## config.mk

```make
export PLATFORM = sky130hd
export DESIGN_NAME = transceiver_mode_controller
export DESIGN_NICKNAME = d
export VERILOG_FILES = /design/src/inc/mode_ctrl_pkg.sv /design/src/core/transceiver_mode_controller.sv
export SDC_FILE = /design/constraint.sdc
export NUM_CORES = 1
export LEC_CHECK = 0
export BUFFER_PORTS_ARGS = -buffer_cell sky130_fd_sc_hd__clkbuf_2
export CAP_MARGIN = 20
export CORE_MARGIN = 2
export CORE_UTILIZATION = 35
export CTS_CLUSTER_DIAMETER = 50
export CTS_CLUSTER_SIZE = 30
export DETAILED_ROUTE_END_ITERATION = 10
export GPL_TIMING_DRIVEN = 0
export HOLD_SLACK_MARGIN = 0.06
export PLACE_DENSITY_LB_ADDON = 0.3
export RECOVER_POWER = 100
export SLEW_MARGIN = 5
export SYNTH_ARGS = -nofsm -noshare
export SYNTH_HDL_FRONTEND = slang
export SYNTH_SLANG_ARGS = --single-unit
```

## constraint.sdc

```tcl
create_clock -name aclk -period 5.7 [get_ports aclk]
set_clock_uncertainty 0.2 [all_clocks]
set_input_delay 0.285 -clock aclk [delete_from_list [all_inputs] [get_ports aclk]]
set_output_delay 0.285 -clock aclk [all_outputs]
set_load 0.03 [all_outputs]
```

## src/inc/mode_ctrl_pkg.sv

```systemverilog
// Purpose: shared constants for the transceiver mode controller
// Assumes: 100 MHz aclk, 32-bit AXI4-Lite register bus
// Notes: offsets are byte addresses of aligned words
`default_nettype none
package mode_ctrl_pkg;
  // register byte offsets
  localparam logic [7:0] CTRL_OFS = 8'h00;
  localparam logic [7:0] STAT_OFS = 8'h04;
  localparam logic [7:0] EVT_OFS = 8'h08;
  localparam logic [7:0] CLR_OFS = 8'h0c;
  localparam logic [7:0] IEN_OFS = 8'h10;
  // control field positions
  localparam int PWR_ON_BIT = 0;
  localparam int PM_EN_BIT = 1;
  localparam int RX_ROLE_BIT = 2;
  localparam logic [2:0] CTRL_RST = 3'h0;
  // event bit positions
  localparam int EV_RX_STORED = 0;
  localparam int EV_RX_DROPPED = 1;
  localparam int EV_TX_DONE = 2;
  localparam int EV_W = 3;
  // bus answers
  localparam logic [1:0] RESP_OKAY = 2'h0;
  localparam logic [1:0] RESP_SLVERR = 2'h2;
  // timing
  localparam int CLK_NS = 10;
  localparam int HOLD_US = 30;
  localparam int HOLD_CYC = (HOLD_US * 1000 + CLK_NS - 1) / CLK_NS;
  localparam int LOCK_US = 10;
  localparam int LOCK_CYC = (LOCK_US * 1000 + CLK_NS - 1) / CLK_NS;
  localparam int CNT_W = 12;
  // operating modes
  typedef enum logic [2:0] {
    power_down_state,
    standby_level_one,
    standby_level_three,
    standby_level_two,
    tx_lock,
    tx_send,
    rx_mode
  } mode_type;
endpackage
`default_nettype wire

```

## src/core/transceiver_mode_controller.sv

```systemverilog
// Purpose: operating-mode state machine with AXI4-Lite control registers
// Assumes: all inputs synchronous to aclk
// Notes: control bits apply only when their write response is taken
`default_nettype none
// Functional notes
// RL1 - power-down turns every function off; registers keep their values
// RL2 - in power-down the bus and mode pin still work
// RL3 - power-on bit set in power-down enters standby level one
// RL4 - level one runs crystal but withholds its output, others off
// RL5 - mode pin and power management both low returns tx/rx to level one
// RL6 - power management enable in level one enters level three
// RL7 - level three powers management module, crystal output still held
// RL8 - mode pin high, tx fifo empty, transmit role gives level two
// RL9 - level two drives crystal strongly with power management on
// RL10 - packet in level two starts synthesizer, sends after lock time
// RL11 - receive needs power-on, receive role, management and pin all high
// RL12 - only checked valid packets are stored, each raising an event
// RL13 - valid packet with receive fifo full is dropped
// RL14 - transmit needs power-on, management, pin, transmit role, payload
// RL15 - stay in transmit until the packet is sent, then standby
// RL16 - one packet per transmission, synthesizer open-loop meanwhile
// RL17 - fifo access allowed in power-down and every standby level
// RL18 - host holds mode pin high over 30 us to start transmission
// RL19 - control writes take effect when the write transaction ends
module transceiver_mode_controller #(
  parameter int HOLD_CYCLES = mode_ctrl_pkg::HOLD_CYC,
  parameter int LOCK_CYCLES = mode_ctrl_pkg::LOCK_CYC
) (
  // clock and reset
  input wire logic aclk,
  input wire logic aresetn,
  // axi4-lite write address and data
  input wire logic awvalid,
  output logic awready,
  input wire logic [7:0] awaddr,
  input wire logic wvalid,
  output logic wready,
  input wire logic [31:0] wdata,
  input wire logic [3:0] wstrb,
  // axi4-lite write response
  output logic bvalid,
  input wire logic bready,
  output logic [1:0] bresp,
  // axi4-lite read
  input wire logic arvalid,
  output logic arready,
  input wire logic [7:0] araddr,
  output logic rvalid,
  input wire logic rready,
  output logic [31:0] rdata,
  output logic [1:0] rresp,
  // mode pin and fifo status
  input wire logic mode_enable,
  input wire logic tx_fifo_empty,
  input wire logic rx_fifo_full,
  // packet engine events
  input wire logic tx_sent,
  input wire logic rx_pkt,
  input wire logic rx_addr_ok,
  input wire logic rx_crc_ok,
  input wire logic rx_len_ok,
  // module enables
  output logic xtal_run,
  output logic xtal_out,
  output logic xtal_strong,
  output logic pm_on,
  output logic synth_on,
  output logic synth_open_loop,
  output logic tx_on,
  output logic rx_on,
  output logic fifo_access_ok,
  // packet strobes and interrupt
  output logic tx_start,
  output logic rx_store,
  output logic rx_drop,
  output logic irq
);
  mode_ctrl_pkg::mode_type state_reg, state_next;
  logic [2:0] shadow_reg;
  logic [2:0] ctrl_reg;
  logic aw_full_reg, w_full_reg;
  logic [7:0] waddr_reg;
  logic [31:0] wdata_reg;
  logic [3:0] wstrb_reg;
  logic [mode_ctrl_pkg::EV_W-1:0] evt_reg, ien_reg, evt_set, evt_clr;
  logic [mode_ctrl_pkg::CNT_W-1:0] hold_reg, lock_reg;
  logic do_write, held, power_on_bit, power_mgmt_enable;
  logic receive_role_select, rx_good;

  assign power_on_bit = ctrl_reg[mode_ctrl_pkg::PWR_ON_BIT];
  assign power_mgmt_enable = ctrl_reg[mode_ctrl_pkg::PM_EN_BIT];
  assign receive_role_select = ctrl_reg[mode_ctrl_pkg::RX_ROLE_BIT];
  assign do_write = aw_full_reg && w_full_reg && !bvalid;
  assign held = hold_reg >= HOLD_CYCLES[mode_ctrl_pkg::CNT_W-1:0];
  assign rx_good = rx_pkt && rx_addr_ok && rx_crc_ok && rx_len_ok;

  // write address and data are caught independently, in either order
  always_ff @(posedge aclk) begin
    if (!aresetn) begin
      aw_full_reg <= 1'b0;
      w_full_reg <= 1'b0;
      waddr_reg <= 8'h00;
      wdata_reg <= 32'h00000000;
      wstrb_reg <= 4'h0;
    end else begin
      if (awvalid && awready) begin
        aw_full_reg <= 1'b1;
        waddr_reg <= awaddr;
      end else if (do_write) begin
        aw_full_reg <= 1'b0;
      end
      if (wvalid && wready) begin
        w_full_reg <= 1'b1;
        wdata_reg <= wdata;
        wstrb_reg <= wstrb;
      end else if (do_write) begin
        w_full_reg <= 1'b0;
      end
    end
  end

  // ready flops: low while a word is held or a response is pending
  always_ff @(posedge aclk) begin
    if (!aresetn) begin
      awready <= 1'b0;
      wready <= 1'b0;
    end else begin
      awready <= !(aw_full_reg || (awvalid && awready)) && !bvalid;
      wready <= !(w_full_reg || (wvalid && wready)) && !bvalid;
    end
  end

  // write response and register updates; the bus works in every mode
  always_ff @(posedge aclk) begin
    if (!aresetn) begin
      bvalid <= 1'b0;
      bresp <= mode_ctrl_pkg::RESP_OKAY;
      shadow_reg <= mode_ctrl_pkg::CTRL_RST;
      ien_reg <= '0;
    end else if (do_write) begin // RL2
      bvalid <= 1'b1;
      bresp <= mode_ctrl_pkg::RESP_OKAY;
      case (waddr_reg)
        mode_ctrl_pkg::CTRL_OFS: begin
          if (wstrb_reg[0]) begin
            shadow_reg <= wdata_reg[2:0];
          end
        end
        mode_ctrl_pkg::IEN_OFS: begin
          if (wstrb_reg[0]) begin
            ien_reg <= wdata_reg[mode_ctrl_pkg::EV_W-1:0];
          end
        end
        mode_ctrl_pkg::CLR_OFS, mode_ctrl_pkg::STAT_OFS,
        mode_ctrl_pkg::EVT_OFS: begin
          bresp <= mode_ctrl_pkg::RESP_OKAY;
        end
        default: begin
          bresp <= mode_ctrl_pkg::RESP_SLVERR;
        end
      endcase
    end else if (bvalid && bready) begin
      bvalid <= 1'b0;
    end
  end

  // control bits go live once the response handshake closes the write
  always_ff @(posedge aclk) begin
    if (!aresetn) begin
      ctrl_reg <= mode_ctrl_pkg::CTRL_RST;
    end else if (bvalid && bready) begin
      ctrl_reg <= shadow_reg; // RL19
    end
  end

  // read channel, one cycle after address is taken
  always_ff @(posedge aclk) begin
    if (!aresetn) begin
      arready <= 1'b0;
      rvalid <= 1'b0;
      rdata <= 32'h00000000;
      rresp <= mode_ctrl_pkg::RESP_OKAY;
    end else begin
      arready <= !rvalid && !(arvalid && arready);
      if (arvalid && arready) begin
        rvalid <= 1'b1;
        rresp <= mode_ctrl_pkg::RESP_OKAY;
        rdata <= 32'h00000000;
        case (araddr)
          mode_ctrl_pkg::CTRL_OFS: rdata[2:0] <= shadow_reg;
          mode_ctrl_pkg::STAT_OFS: begin
            rdata[2:0] <= state_reg;
            rdata[6:4] <= ctrl_reg;
            rdata[8] <= mode_enable;
          end
          mode_ctrl_pkg::EVT_OFS: rdata[2:0] <= evt_reg;
          mode_ctrl_pkg::IEN_OFS: rdata[2:0] <= ien_reg;
          mode_ctrl_pkg::CLR_OFS: rdata <= 32'h00000000;
          default: rresp <= mode_ctrl_pkg::RESP_SLVERR;
        endcase
      end else if (rvalid && rready) begin
        rvalid <= 1'b0;
      end
    end
  end

  // sticky events: a set in the clearing cycle wins
  always_comb begin
    evt_set = '0;
    evt_set[mode_ctrl_pkg::EV_RX_STORED] = rx_store;
    evt_set[mode_ctrl_pkg::EV_RX_DROPPED] = rx_drop;
    evt_set[mode_ctrl_pkg::EV_TX_DONE] = state_reg ==
      mode_ctrl_pkg::tx_send && tx_sent;
    evt_clr = '0;
    if (do_write && waddr_reg == mode_ctrl_pkg::CLR_OFS && wstrb_reg[0]) begin
      evt_clr = wdata_reg[mode_ctrl_pkg::EV_W-1:0];
    end
  end

  always_ff @(posedge aclk) begin
    if (!aresetn) begin
      evt_reg <= '0;
      irq <= 1'b0;
    end else begin
      evt_reg <= (evt_reg & ~evt_clr) | evt_set;
      irq <= |(((evt_reg & ~evt_clr) | evt_set) & ien_reg);
    end
  end

  // time the mode pin has stayed high, saturating
  always_ff @(posedge aclk) begin
    if (!aresetn) begin
      hold_reg <= '0;
    end else if (!mode_enable) begin
      hold_reg <= '0;
    end else if (!held) begin
      hold_reg <= hold_reg + 1'b1; // RL18
    end
  end

  // synthesizer lock timer, runs only while locking
  always_ff @(posedge aclk) begin
    if (!aresetn) begin
      lock_reg <= '0;
    end else if (state_reg == mode_ctrl_pkg::tx_lock) begin
      lock_reg <= lock_reg + 1'b1;
    end else begin
      lock_reg <= '0;
    end
  end

  // next operating mode
  always_comb begin
    state_next = state_reg;
    case (state_reg)
      mode_ctrl_pkg::power_down_state: begin
        if (power_on_bit) begin
          state_next = mode_ctrl_pkg::standby_level_one; // RL3
        end
      end
      mode_ctrl_pkg::standby_level_one: begin
        if (power_mgmt_enable) begin
          state_next = mode_ctrl_pkg::standby_level_three; // RL6
        end
      end
      mode_ctrl_pkg::standby_level_three: begin
        if (!power_mgmt_enable) begin
          state_next = mode_ctrl_pkg::standby_level_one;
        end else if (mode_enable && receive_role_select) begin
          state_next = mode_ctrl_pkg::rx_mode; // RL11
        end else if (mode_enable && tx_fifo_empty) begin
          state_next = mode_ctrl_pkg::standby_level_two; // RL8
        end else if (mode_enable && held) begin
          state_next = mode_ctrl_pkg::tx_lock; // RL14
        end
      end
      mode_ctrl_pkg::standby_level_two: begin
        if (!power_mgmt_enable && !mode_enable) begin
          state_next = mode_ctrl_pkg::standby_level_one;
        end else if (!power_mgmt_enable || !mode_enable) begin
          state_next = mode_ctrl_pkg::standby_level_three;
        end else if (receive_role_select) begin
          state_next = mode_ctrl_pkg::rx_mode;
        end else if (!tx_fifo_empty) begin
          state_next = mode_ctrl_pkg::tx_lock; // RL10
        end
      end
      mode_ctrl_pkg::tx_lock: begin
        if (lock_reg == LOCK_CYCLES[mode_ctrl_pkg::CNT_W-1:0] - 1'b1) begin
          state_next = mode_ctrl_pkg::tx_send; // RL10
        end
      end
      mode_ctrl_pkg::tx_send: begin
        if (tx_sent) begin // RL15
          if (!mode_enable && !power_mgmt_enable) begin
            state_next = mode_ctrl_pkg::standby_level_one; // RL5
          end else if (mode_enable && power_mgmt_enable) begin
            state_next = mode_ctrl_pkg::standby_level_two;
          end else begin
            state_next = mode_ctrl_pkg::standby_level_three;
          end
        end
      end
      mode_ctrl_pkg::rx_mode: begin
        if (!mode_enable && !power_mgmt_enable) begin
          state_next = mode_ctrl_pkg::standby_level_one; // RL5
        end else if (!mode_enable || !power_mgmt_enable ||
                     !receive_role_select) begin
          state_next = mode_ctrl_pkg::standby_level_three;
        end
      end
      default: state_next = mode_ctrl_pkg::power_down_state;
    endcase
    // power-on cleared drops to power-down, never mid-packet
    if (!power_on_bit && state_reg != mode_ctrl_pkg::tx_send) begin
      state_next = mode_ctrl_pkg::power_down_state; // RL1
    end
  end

  always_ff @(posedge aclk) begin
    if (!aresetn) begin
      state_reg <= mode_ctrl_pkg::power_down_state;
    end else begin
      state_reg <= state_next;
    end
  end

  // module enables follow the next mode so they change with the state
  always_ff @(posedge aclk) begin
    if (!aresetn) begin
      xtal_run <= 1'b0;
      xtal_out <= 1'b0;
      xtal_strong <= 1'b0;
      pm_on <= 1'b0;
      synth_on <= 1'b0;
      synth_open_loop <= 1'b0;
      tx_on <= 1'b0;
      rx_on <= 1'b0;
      fifo_access_ok <= 1'b0;
    end else begin
      xtal_run <= state_next != mode_ctrl_pkg::power_down_state; // RL1 RL4
      xtal_out <= state_next != mode_ctrl_pkg::power_down_state &&
        state_next != mode_ctrl_pkg::standby_level_one &&
        state_next != mode_ctrl_pkg::standby_level_three; // RL4 RL7
      xtal_strong <= state_next == mode_ctrl_pkg::standby_level_two; // RL9
      pm_on <= state_next != mode_ctrl_pkg::power_down_state &&
        state_next != mode_ctrl_pkg::standby_level_one; // RL7 RL9
      synth_on <= state_next == mode_ctrl_pkg::tx_lock ||
        state_next == mode_ctrl_pkg::tx_send ||
        state_next == mode_ctrl_pkg::rx_mode; // RL10
      synth_open_loop <= state_next == mode_ctrl_pkg::tx_send; // RL16
      tx_on <= state_next == mode_ctrl_pkg::tx_send;
      rx_on <= state_next == mode_ctrl_pkg::rx_mode;
      fifo_access_ok <= state_next != mode_ctrl_pkg::tx_lock &&
        state_next != mode_ctrl_pkg::tx_send &&
        state_next != mode_ctrl_pkg::rx_mode; // RL17
    end
  end

  // one transmit start per entry into sending; receive filtering
  always_ff @(posedge aclk) begin
    if (!aresetn) begin
      tx_start <= 1'b0;
      rx_store <= 1'b0;
      rx_drop <= 1'b0;
    end else begin
      tx_start <= state_reg == mode_ctrl_pkg::tx_lock &&
        state_next == mode_ctrl_pkg::tx_send; // RL16
      rx_store <= state_reg == mode_ctrl_pkg::rx_mode && rx_good &&
        !rx_fifo_full; // RL12
      rx_drop <= state_reg == mode_ctrl_pkg::rx_mode && rx_good &&
        rx_fifo_full; // RL13
    end
  end
endmodule
`default_nettype wire

```

==> flow_summary.ini <==
[outcome]
run_status = completed

[final_layout]
layout.nets = 628
syn_to_final_growth_pct = 23.3
fillers = 1081
diodes = 0
layout-drive-gt1-share_pct = 14.1

[setup_path]
critPathLaunchType = flop
critPathCaptureType = flop
worstPathArrival_ns = 2.52
path_max_fanout = 4
worstSetupPathType = flop to flop
cp.required_ns = 5.73

[sta]
tightest_slew_ns = 1.07
fmax_mhz = 402
relSlewSlack_pct = 27.9
finalHoldViolations = 0
drv_slew = 0
fin_crit_ns = 2.49
rsz0062_at_grt = no
setup-violations-final = 0
fin_setup_tns_ns = 0
fin_crit_sh_pct = 43.7

[global_route]
grt_pass1_vias = 3151
antenna_found_initial = 0
grt_pass1_wl_um = 14200
grt_max_degree = 15
grt.total_usage_pct = 15.5
grt_overflow = 0

[synth]
synth_cell_types = 55
ys.flop_type = dfxtp_1
synthCells = 437
ys_ff_latch = 79
synth_top_cell_by_area = dfxtp_1
synth_edf_count = 0
yosysSeqAreaShare_pct = 42.2
ys_top_cells_by_area = dfxtp_1 42%, nand2_1 5.7%, buf_4 5.6%
synth-async-reset-ratio_pct = 0
ys_warn_count = 0
synth_top_cell_area_share_pct = 42.2
syn-cell-area_mm2 = 0.00375
syn_avg_cell_area_um2 = 8.58

[clocking]
post_cts_buffers = 0
clkLatencyLatePin_ns = 0.35
cts_max_level = 3
clock_sinks = 79
path_clk_slew_ns = 0.09
cts_buffers = 9
cts_hold_buf = 22
cts_tree = yes
cts_root_buf = clkbuf_8
clockBufferDepth = 2
cts_resized = 0

[die]
die_h_um = 107
ios = 121
std_cell_rows = 37
core-area_mm2 = 0.0104
start_util_pct = 36.1
dieArea_mm2 = 0.0116
die_x_um = 107

[route]
vias_per_cell = 4.75
via_count = 3311
dr.pass1.iters = 4
drc = 0
final_antenna_net_count = 0
first_iter_violations = 112
drt_wl_total_um = 8650
routedWlPerCell_um = 12.4

[placement]
place_congestion = 0.836
dp_hpwl_um = 6370
port_buffers = 60

[run]
drv_cap = 0

[pwr]
total_power_mw = 1.10
power_density_mw_per_mm2 = 237
ir_worst_vdd_v = 0.000119
p_leak_nw = 1.78

[min_path]
hold_class = primary input to flop
## final timing paths
kind              slack (ns)      endpoint  depth (start not counted)          from
setup reg to reg        3.21           irq                          5  waddr_reg[5]
setup / recovery        3.21           irq                          5  waddr_reg[5]
hold reg to reg         0.25       arready                          1        rvalid
hold / removal          0.12  hold_reg[10]                          3   mode_enable
## critical path: stages, from the launching register on
cell      delay, ns
dfxtp_1        0.32
or4_1          0.59
nor4_1         0.78
a21boi_0       0.27
nand3_1        0.14
nand3_1        0.07
## cells by family (layout without fill, tap and decap cells)
logic type                 Yosys count  after routing  share of synthesized area, %
adders and majority gates            5              5                          1.67
AOI/OAI and AO/OA                   86             86                          15.5
xor gates and xnor gates            19             19                          4.44
and+or+nand+nor                    178            178                          24.1
DFF                                 79             79                          42.2
muxes                               10             10                          2.67
other                                1             27                         0.100
buffers and inverters               59            157                          9.35
## routing by layer
layer | part of all wire (%) | global-route usage, % | up-vias
li1 | - | - | 1688
met1 | 45 | 18.4 | 1522
met2 | 48 | 26.2 | 91
met3 | 6.5 | 4.78 | 10
met4 | 1.2 | 5.40 | 0
met5 | 0 | 0 | -
## final cells by class
type | count | area (µm²) | area share (%)
multi-input cells | 325 | 1860 | 40.3
flip-flops and latches | 79 | 1580 | 34.2
inverters | 13 | 48.8 | 1.06
clock inverters | 7 | 72.6 | 1.57
plain buffers | 46 | 279 | 6.04
clock buffers | 9 | 124 | 2.68
well taps | 136 | 170 | 3.68
repair buffers | 82 | 485 | 10.5
## Yosys cell counts, types with 4 or more instances
cell       n
nor3_1     4
buf_4     28
nand2b_1   5
mux2i_1   10
clkbuf_1  11
xor2_1     6
inv_1     13
a22oi_1    4
nand3_1   32
nand2_1   57
xnor2_1   13
and3_1     4
a31oi_1    8
o21ai_0   16
ha_1       5
and2_1     4
buf_2      5
nor2b_1   11
nor2_1    35
a21boi_0  22
dfxtp_1   79
a21oi_1   14
## stage by stage
stage	setup WS (ns)	util (%)	hold slack (ns)	instance area (µm²)	instances
detailed placement	3.64	41.6	0.239	4320	659
CTS	3.61	45.6	0.0767	4730	697
floorplan	3.86	-	0.163	3850	463
global route	3.03	44.6	0.106	4620	697
finish	3.21	44.6	0.116	4620	697
global placement	3.68	41.6	0.228	4320	659
## power by group
group	switching, mW	internal (mW)
clock network	0.213	0.203
logic	0.0663	0.0447
registers	0.00839	0.561
total	0.288	0.809
## cells in the final DEF, fill, tap and decap left out, types with 3 or more instances in the layout
cell	netlist	routed
dfxtp_1	79	79
nand2_1	57	57
clkbuf_1	11	45
nor2_1	35	35
nand3_1	32	32
clkbuf_2	0	32
buf_4	28	28
conb_1	1	27
a21boi_0	22	23
dlygate4sd3_1	0	22
o21ai_0	16	16
a21oi_1	14	14
inv_1	13	13
xnor2_1	13	13
nor2b_1	11	11
mux2i_1	10	10
clkbuf_8	1	9
a31oi_1	8	8
xor2_1	6	6
nand2b_1	5	5
nor3b_1	3	5
nor3_1	4	5
ha_1	5	5
nor4_1	3	4
and3_1	4	4
a22oi_1	4	4
and2_1	4	4
nand4b_1	3	3
o21bai_1	3	3
or3_1	3	3
Power figures use the tool's default switching activity.
